**config.mk**
```make
export PLATFORM = sky130hd
export DESIGN_NAME = audio_codec_port_pins
export DESIGN_NICKNAME = d
export VERILOG_FILES = /design/src/hdl/audio_pin_pkg.sv /design/src/hdl/pin_select_bit.sv /design/src/hdl/aux_role_map.sv /design/src/hdl/audio_codec_port_pins.sv
export VERILOG_INCLUDE_DIRS = /design/src /design/src/hdl
export SDC_FILE = /design/constraint.sdc
export NUM_CORES = 1
export LEC_CHECK = 0
export ABC_AREA = 1
export BUFFER_PORTS_ARGS = -buffer_cell sky130_fd_sc_hd__buf_2
export CORE_UTILIZATION = 36
export CTS_BUF_LIST = sky130_fd_sc_hd__clkbuf_8
export CTS_CLUSTER_SIZE = 10
export DETAILED_ROUTE_END_ITERATION = 16
export PLACE_DENSITY_LB_ADDON = 0.08
export SLEW_MARGIN = 20
export SYNTH_ARGS = -nofsm -noshare
export SYNTH_HDL_FRONTEND = slang
export SYNTH_SLANG_ARGS = --single-unit
```
**constraint.sdc**
```tcl
create_clock -name core_clk -period 1.1 [get_ports core_clk]
set_input_delay 0 -clock core_clk [delete_from_list [all_inputs] [get_ports core_clk]]
set_output_delay 0 -clock core_clk [all_outputs]
set_load 0.03 [all_outputs]
```
**src/hdl/audio_pin_defs.svh**
```systemverilog
// pin-role constants for the audio codec port pin logic
`ifndef AUDIO_PIN_DEFS_SVH
`define AUDIO_PIN_DEFS_SVH
`define PIN_COUNT 6
`define PIN_TXD 0
`define PIN_RXD 1
`define PIN_BCK 2
`define PIN_AUX0 3
`define PIN_AUX1 4
`define PIN_AUX2 5
`define PIN_MASK_RESET 6'h00
`define BIT_OFF 1'h0
`define BIT_ON 1'h1
`endif

```
**src/hdl/audio_pin_pkg.sv**
```systemverilog
// types for the audio codec port pin logic
package audio_pin_pkg;
	typedef enum logic [1:0] {
		st_reset = 2'h0,
		st_run = 2'h1
	} pin_state_t;

	// one set of pin wires: input, output, output enable
	typedef struct packed {
		logic [5:0] in;
		logic [5:0] out;
		logic [5:0] oe;
	} pin_bus_t;

	// serial core side: role wires towards transmitter and receiver
	typedef struct packed {
		logic tx_data;
		logic bit_clk_out;
		logic bit_clk_oe;
		logic flag0_out;
		logic flag0_oe;
		logic flag1_out;
		logic flag1_oe;
		logic tx_fs_out;
		logic tx_fs_oe;
		logic rx_clk_out;
		logic rx_clk_oe;
		logic rx_fs_out;
		logic rx_fs_oe;
	} core_out_t;

	typedef struct packed {
		logic rx_data;
		logic bit_clk_in;
		logic flag0_in;
		logic flag1_in;
		logic fs_in;
		logic tx_fs_in;
		logic rx_clk_in;
		logic rx_fs_in;
	} core_in_t;
endpackage

```
**src/hdl/pin_select_bit.sv**
```systemverilog
// one pin cell: chooses between port function, gpio and hi-z
`timescale 1ns/100ps
`default_nettype none
module pin_select_bit (
	input wire logic func_sel,
	input wire logic blocked,
	input wire logic func_out,
	input wire logic func_oe,
	input wire logic gpio_out,
	input wire logic gpio_oe,
	output logic pin_out,
	output logic pin_oe
);
	always_comb begin
		// a blocked pin lets go entirely, its function lives elsewhere
		if (blocked) begin
			pin_out = 1'h0;
			pin_oe = 1'h0;
		end else if (func_sel) begin
			pin_out = func_out;
			pin_oe = func_oe;
		end else begin
			pin_out = gpio_out;
			pin_oe = gpio_oe;
		end
	end
endmodule // pin_select_bit
`default_nettype wire

```
**src/hdl/aux_role_map.sv**
```systemverilog
// maps core roles to and from the three auxiliary pins by clock mode
`timescale 1ns/100ps
`default_nettype none
module aux_role_map (
	input wire logic async_mode,
	input wire audio_pin_pkg::core_out_t core_o,
	input wire logic [2:0] aux_in,
	output logic [2:0] aux_out,
	output logic [2:0] aux_oe,
	output logic rx_clk_in,
	output logic rx_fs_in,
	output logic flag0_in,
	output logic flag1_in,
	output logic fs_in,
	output logic tx_fs_in
);
	always_comb begin
		// one mode bit swaps aux0 and aux1 together; aux2 stays tx frame sync in both modes
		if (async_mode) begin
			aux_out = {core_o.tx_fs_out, core_o.rx_fs_out, core_o.rx_clk_out};
			aux_oe = {core_o.tx_fs_oe, core_o.rx_fs_oe, core_o.rx_clk_oe};
			rx_clk_in = aux_in[0];
			rx_fs_in = aux_in[1];
			tx_fs_in = aux_in[2];
			flag0_in = 1'h0;
			flag1_in = 1'h0;
			fs_in = 1'h0;
		end else begin
			aux_out = {core_o.tx_fs_out, core_o.flag1_out, core_o.flag0_out};
			aux_oe = {core_o.tx_fs_oe, core_o.flag1_oe, core_o.flag0_oe};
			flag0_in = aux_in[0];
			flag1_in = aux_in[1];
			fs_in = aux_in[2];
			tx_fs_in = aux_in[2];
			rx_clk_in = 1'h0;
			rx_fs_in = 1'h0;
		end
	end
endmodule // aux_role_map
`default_nettype wire

```
**src/hdl/audio_codec_port_pins.sv**
```systemverilog
// pin-role logic of the serial audio codec port
`timescale 1ns/100ps
`default_nettype none
`include "audio_pin_defs.svh"
module audio_codec_port_pins #(
	parameter int PINS = `PIN_COUNT
) (
	input wire logic core_clk,
	input wire logic rst,
	input wire logic cfg_valid,
	input wire logic [5:0] cfg_func_sel,
	input wire logic cfg_async_mode,
	input wire logic alt_tx_on_irq6,
	input wire logic alt_rx_on_irq7,
	input wire logic alt_bck_on_keypad_row_pin7,
	input wire logic alt_aux2_on_keypad_row_pin6,
	input wire audio_pin_pkg::core_out_t core_o,
	output audio_pin_pkg::core_in_t core_i,
	input wire logic [5:0] gpio_out,
	input wire logic [5:0] gpio_oe,
	output logic [5:0] gpio_in,
	input wire logic [5:0] pin_in,
	output logic [5:0] pin_out,
	output logic [5:0] pin_oe
);
	typedef struct packed {
		audio_pin_pkg::pin_state_t state;
		logic [5:0] func_sel;
		logic async_mode;
		logic [5:0] out;
		logic [5:0] oe;
	} state_t;

	state_t s_reg;
	state_t s_next;
	logic [5:0] func_out;
	logic [5:0] func_oe;
	logic [5:0] blocked;
	logic [5:0] mux_out;
	logic [5:0] mux_oe;
	logic [2:0] aux_out;
	logic [2:0] aux_oe;
	logic rx_clk_in;
	logic rx_fs_in;
	logic flag0_in;
	logic flag1_in;
	logic fs_in;
	logic tx_fs_in;
	logic [5:0] sel_now;
	logic mode_now;

	initial begin
		if (PINS != `PIN_COUNT) begin
			$error("audio_codec_port_pins serves exactly six pins");
		end
		// each role index must land inside the pin vector
		if (`PIN_TXD >= PINS) begin
			$error("tx data pin index out of range");
		end
		if (`PIN_RXD >= PINS) begin
			$error("rx data pin index out of range");
		end
		if (`PIN_BCK >= PINS) begin
			$error("bit clock pin index out of range");
		end
		if (`PIN_AUX2 >= PINS) begin
			$error("aux pin index out of range");
		end
		// the aux role map works on three adjacent pins
		if (`PIN_AUX1 != `PIN_AUX0 + 1) begin
			$error("aux pins must be adjacent");
		end
		if (`PIN_AUX2 != `PIN_AUX1 + 1) begin
			$error("aux pins must be adjacent");
		end
		// a non-zero reset mask would drive pins before configuration
		if (`PIN_MASK_RESET != 6'h00) begin
			$error("reset pin mask must leave every pin floating");
		end
		if (`BIT_ON == `BIT_OFF) begin
			$error("on and off levels must differ");
		end
	end

	// config about to be taken steers the output mux, so the pins
	// follow it on the very edge that loads it; inputs stay on the
	// registered config so the core never sees a half-switched role
	always_comb begin
		sel_now = s_reg.func_sel;
		mode_now = s_reg.async_mode;
		if (cfg_valid) begin
			sel_now = cfg_func_sel;
			mode_now = cfg_async_mode;
		end
	end

	aux_role_map u_aux_next (
		.async_mode(mode_now),
		.core_o(core_o),
		.aux_in(pin_in[`PIN_AUX2:`PIN_AUX0]),
		.aux_out(aux_out),
		.aux_oe(aux_oe),
		.rx_clk_in(),
		.rx_fs_in(),
		.flag0_in(),
		.flag1_in(),
		.fs_in(),
		.tx_fs_in()
	);

	aux_role_map u_aux (
		.async_mode(s_reg.async_mode),
		.core_o(core_o),
		.aux_in(pin_in[`PIN_AUX2:`PIN_AUX0]),
		.aux_out(),
		.aux_oe(),
		.rx_clk_in(rx_clk_in),
		.rx_fs_in(rx_fs_in),
		.flag0_in(flag0_in),
		.flag1_in(flag1_in),
		.fs_in(fs_in),
		.tx_fs_in(tx_fs_in)
	);

	always_comb begin
		func_out[`PIN_TXD] = core_o.tx_data;
		func_oe[`PIN_TXD] = `BIT_ON;
		func_out[`PIN_RXD] = `BIT_OFF;
		func_oe[`PIN_RXD] = `BIT_OFF;
		func_out[`PIN_BCK] = core_o.bit_clk_out;
		func_oe[`PIN_BCK] = core_o.bit_clk_oe;
		func_out[`PIN_AUX2:`PIN_AUX0] = aux_out;
		func_oe[`PIN_AUX2:`PIN_AUX0] = aux_oe;
		blocked = `PIN_MASK_RESET;
		blocked[`PIN_TXD] = alt_tx_on_irq6;
		blocked[`PIN_RXD] = alt_rx_on_irq7;
		blocked[`PIN_BCK] = alt_bck_on_keypad_row_pin7;
		blocked[`PIN_AUX2] = alt_aux2_on_keypad_row_pin6;
	end

	genvar g;
	generate
		for (g = 0; g < PINS; g++) begin : g_pin
			pin_select_bit u_bit (
				.func_sel(sel_now[g]),
				.blocked(blocked[g]),
				.func_out(func_out[g]),
				.func_oe(func_oe[g]),
				.gpio_out(gpio_out[g]),
				.gpio_oe(gpio_oe[g]),
				.pin_out(mux_out[g]),
				.pin_oe(mux_oe[g])
			);
		end
	endgenerate

	always_comb begin
		s_next = s_reg;
		// config taken only when presented; held otherwise
		if (cfg_valid) begin
			s_next.state = audio_pin_pkg::st_run;
			s_next.func_sel = cfg_func_sel;
			s_next.async_mode = cfg_async_mode;
		end
		unique case (s_next.state)
			audio_pin_pkg::st_reset: begin
				s_next.out = `PIN_MASK_RESET;
				s_next.oe = `PIN_MASK_RESET;
			end
			audio_pin_pkg::st_run: begin
				s_next.out = mux_out;
				s_next.oe = mux_oe;
			end
			default: begin
				s_next.out = `PIN_MASK_RESET;
				s_next.oe = `PIN_MASK_RESET;
			end
		endcase
	end

	always_ff @(posedge core_clk) begin
		if (rst) begin
			s_reg <= '0;
		end else begin
			s_reg <= s_next;
		end
	end

	assign pin_out = s_reg.out;
	assign pin_oe = s_reg.oe;

	always_comb begin
		// gpio sees pins in gpio role; blocked or function pins read zero
		gpio_in = pin_in & ~s_reg.func_sel & ~blocked;
		core_i.rx_data = s_reg.func_sel[`PIN_RXD] & ~blocked[`PIN_RXD] & pin_in[`PIN_RXD];
		core_i.bit_clk_in = s_reg.func_sel[`PIN_BCK] & ~blocked[`PIN_BCK] & pin_in[`PIN_BCK];
		core_i.flag0_in = s_reg.func_sel[`PIN_AUX0] & flag0_in;
		core_i.flag1_in = s_reg.func_sel[`PIN_AUX1] & flag1_in;
		core_i.rx_clk_in = s_reg.func_sel[`PIN_AUX0] & rx_clk_in;
		core_i.rx_fs_in = s_reg.func_sel[`PIN_AUX1] & rx_fs_in;
		core_i.fs_in = s_reg.func_sel[`PIN_AUX2] & ~blocked[`PIN_AUX2] & fs_in;
		core_i.tx_fs_in = s_reg.func_sel[`PIN_AUX2] & ~blocked[`PIN_AUX2] & tx_fs_in;
	end
endmodule // audio_codec_port_pins
`default_nettype wire

```
**After elaboration in Yosys (flattened, before gate mapping)**

Cells that the tools add are included.
Widths: inputs -> output; s select.

- Flip-flop bits (word level): 21
- Latch bits: 0
- Memory bits (writable): 0
- ROM bits: 0
- Output and inout bits: 26
- Memories kept: 0

- Add/sub/neg operators: 0
- $mul: 0
- Div/mod/pow operators: 0
- $lt $le $gt $ge: 0
- Equal/unequal tests: 1
- Shift-type cells: 0
- Muxes and demuxes: 20
- Bitwise gates (word level): 19
- Reduce and logical (&&, ||, !) cells: 5

Operators with widths:

| operator | count |
|---|---|
| $mux 1 | 16 |
| $and 6x6->6 | 2 |
| $not 6->6 | 2 |
| $and 1x1->1 | 11 |
| $mux 9 | 1 |
| $reduce_or 3->1 | 3 |
| $mux 6 | 1 |
| $mux 2 | 2 |
| $not 1->1 | 4 |
| $reduce_or 4->1 | 1 |
| $eq 2x1->1 const B | 1 |
| $reduce_or 2->1 | 1 |

**Depth between registers and ports, before layout**

- Depth after elaboration: 4
- Depth in mapped cells: 9
- Depth with buffers taken out: 7

**Hierarchy**

Synthesis repeated with hierarchy kept, for this count alone.

- Cells, all modules: 242
- Area, all modules: 1,438.9 um^2

Modules (own cells, without submodules):

| module | instances | cells each | area an instance (um^2) |
|---|---|---|---|
| audio_codec_port_pins | 1 | 122 | 950.9 |
| pin_select_bit | 6 | 11 | 41.3 |
| aux_role_map | 2 | 27 | 120.1 |

**Worst setup path after synthesis**

Ideal clock, no wire load.

- Kind: register -> output
- From: register s_reg[18] (netlist bit)
- To: output core_i[3] (netlist bit)
- Arrival time: 1,341 ps
- Required time: 1,100 ps
- Slack: -241 ps
- Cell stages (with the launch flop): 3
- Cell sequence: dfxtp_1 -> inv_1 -> nor4_1

RTL lines:

| element | RTL line | RTL |
|---|---|---|
| start: declaration | audio_codec_port_pins.sv:34 | `state_t s_reg;` |
| start signal: assignment | audio_codec_port_pins.sv:185 | `s_reg <= s_next;` |
| end: declaration | audio_codec_port_pins.sv:18 | `output audio_pin_pkg::core_in_t core_i,` |

==> results.md <==
- Placer Congestion: roughly 0.80
- CTS tree: yes
- CP Capture Type: output pin
- Pwr/cell area: 1120 nW/um2
- Worst EP arrival: 1.06 ns
- Max stage delay on crit path: between 0.3 and 0.4 ns
- Max reg flops: 9
- Drt pass-1 iters: 4
- Congestion Overflow GR: 0
- Synth area leaders: dfxtp_1 (36%), nand2_1 (8.7%), nand3_1 (8.1%)
- Final Net Count: roughly 280
- Global-route wire length before repair: 4590 um
- Latest clock arrival within the worst-skew pair: 0.25 ns
- Sequential area share after synthesis: 0.359
- CTS sink cnt: 21
- Fin crit share: 0.962
- Post-synth top area cell: dfxtp_1
- Number of port buffers: 70
- Clock Tree Root: clkbuf_8
- Fin worst setup slack: 0.0415 ns
- Post-synth ARST share: 0
- Ys flop type: dfxtp_1
- Sw Ratio: 0.310
- Pwr Total: 0.00178 W
- Ports: 71
- Comb pwr share: 0.253
- Ant diodes: 0
- Max VDD drop: approximately 0.00056 V
- Largest net degree at the start of global routing: 13
- Worst slew margin: 0.818
- Initial antenna violation count: 0
- Max Cap Viol: 0
- Cell family with most CP delay: flip-flops
- GRT Total Usage: 0.175
- Placed Instance Area: around 1500 um2
- Synthesis Warnings: 0
- P_sw: 0.000552 W
- Slowest-stage cell, CP: dfxtp_4
- Drt total wl: 2920 um
- Initial DRC count: 21
- Crit path buf inv count: 1
- F_max: around 940 MHz
- Hold_ws: ~0.017 ns
- Final hold vios: 0
- CORE AREA: between 3000 and 4000 um2
- Number of enable flip-flop cells after synthesis: 0
- #FFs+latches synth: 21
- Htree depth: 1
- Final slew viol count: 0
- Tmin final: 1.06 ns
- Die height: 59.0 um
- Worst Hold Class: in2reg
- Setup violators final: 0
- Via density per instance: ~4.4
- Worst-Margin Slew: 0.273 ns
- Initial Util: 0.380
- Critical path type: reg2out
- Maximum buffer depth of the clock tree: 2
- Row cnt: 20
- Mean Syn Cell Area: 7.05 um2
- Maximum net fanout on the critical path: 5
- Die area: roughly 3500 um2
- Status: completed
- Dpl hpwl: 2320 um
- Worst-path clk slew: 0.08 ns
- Unique masters post-synth: 21
- Die X: 59.0 um
- P_int: 0.00123 W
- Worst Skew: 0.00104 ns
- Antenna-violating nets left: 0
- Final Cell Area: about 1600 um2
- Dpl ws: 0.100 ns
- Clock power share: 0.284
- Netlist Area Pre-Place: 1170 um2
- CP cell instances: nor3_1 > buf_2
- Post-route DRC: 0
- Syn nets: 211
- Cts bufs inserted: 3
- Vias in the first global route: ~1100
- Startpoint Class: register
- Via count: between 1000 and 1500
- Static Leak: 0.894 nW
- Area Overhead vs Synth: 36.3%
- Synth top area share: 0.359
- Power share of the sequential group: 0.463
- Ratio of cells with drive above 1 in the final layout: 0.445
- RSZ-0062 raised after global routing: false
- DR WL/cell: roughly 11 um
- Cells after Synth: 166
- Required time of the critical path: around 1.1 ns
-- final cells by class --
class	instances	area, um2
inverters	25	96.3
clock inverters	1	5.00
flip-flops and latches	21	428
fillers	330	1480
well taps	44	55.1
clock buffers	3	41.3
multi-input cells	105	564
repair buffers	74	407
-- cell usage after synthesis (2+ instances only) --
master and number:
nor3b_1 4, nand2_4 2, nor3_1 9, buf_4 12, nand2_1 27, nand3b_1 2
nand2_2 9, dfxtp_1 21, inv_1 24, nand3_1 19, nor2_1 23, a21oi_1 5
-- cells by family after synthesis --
kind of cell,Yosys count,synth area share
AND/OR/NAND/NOR,99,0.423
buffers and inverters,40,0.189
flip-flops,21,0.359
AO/OA/AOI/OAI,6,0.0288
-- metrics by stage --
step,utilization,std cells,TNS [ns]
floorplan,-,166,0
global placement,0.479,266,0
detailed placement,0.479,266,0
CTS,0.504,272,-0.000365
global route,0.519,273,0
finish,0.519,273,0
-- cells in the final DEF (no fill, tap or decap) --
cell type | netlist | final
nand2_2 | 9 | 9
buf_4 | 12 | 6
buf_6 | 1 | 1
inv_2 | 0 | 3
dlygate4sd3_1 | 0 | 3
nor3b_1 | 4 | 3
and2_1 | 1 | 1
nand2_1 | 27 | 27
nand3b_1 | 2 | 2
a21oi_1 | 5 | 5
nor4_4 | 0 | 1
clkbuf_8 | 0 | 3
dfxtp_1 | 21 | 17
nand3b_2 | 1 | 1
inv_4 | 1 | 1
nor2_1 | 23 | 23
clkinv_2 | 0 | 1
a21oi_2 | 1 | 1
dfxtp_2 | 0 | 3
dfxtp_4 | 0 | 1
nand2_4 | 2 | 2
nand3_1 | 19 | 19
nor3_1 | 9 | 6
inv_1 | 24 | 21
nand3b_4 | 1 | 1
buf_2 | 0 | 64
nor3_2 | 0 | 3
nor3b_2 | 0 | 1
-- worst min-delay path: stages --
cell,delay [ns]
buf_2,0.09
nor2_1,0.09
nor3_1,0.05
-- power by group through the flow --
stage | clock (W) | sequential (W) | combinational, W
floorplan | 0 | 0.000834 | 0.000320
global placement | 0 | 0.000838 | 0.000428
detailed placement | 0 | 0.000838 | 0.000436
CTS | 0.000526 | 0.000820 | 0.000443
global route | 0.000560 | 0.000828 | 0.000498
finish | 0.000506 | 0.000824 | 0.000451
-- metal layers --
layer  track usage  vias to the layer above  wire length, um
li1              -                      633                -
met1         0.207                      541             1200
met2         0.328                       36             1580
met3        0.0218                        2              126
met4        0.0510                        0               17
met5             0                        -                0
-- path summary, 6_finish.rpt --
| path | startpoint | endpoint | slack (ns) | depth (start not counted) |
|---|---|---|---|---|
| max reg2reg | s_reg[19] | pin_out[5] | 0.12 | 4 |
| max | s_reg[12] | core_i[5] | 0.04 | 2 |
| min reg2reg | s_reg[13] | s_reg[13] | 0.50 | 2 |
| min | gpio_oe[0] | pin_oe[0] | 0.02 | 3 |
-- timing repair --
action / 4_1_cts / 5_1_grt
pin swaps: 0 / 2
hold buffers: 2 / 1
endpoints found under the setup margin: 3 / 7
hold endpoints to repair: 2 / 1
gates resized for setup: 5 / 14
buffers inserted: 0 / 0
Note: power is estimated with default switching activity, not from simulation.
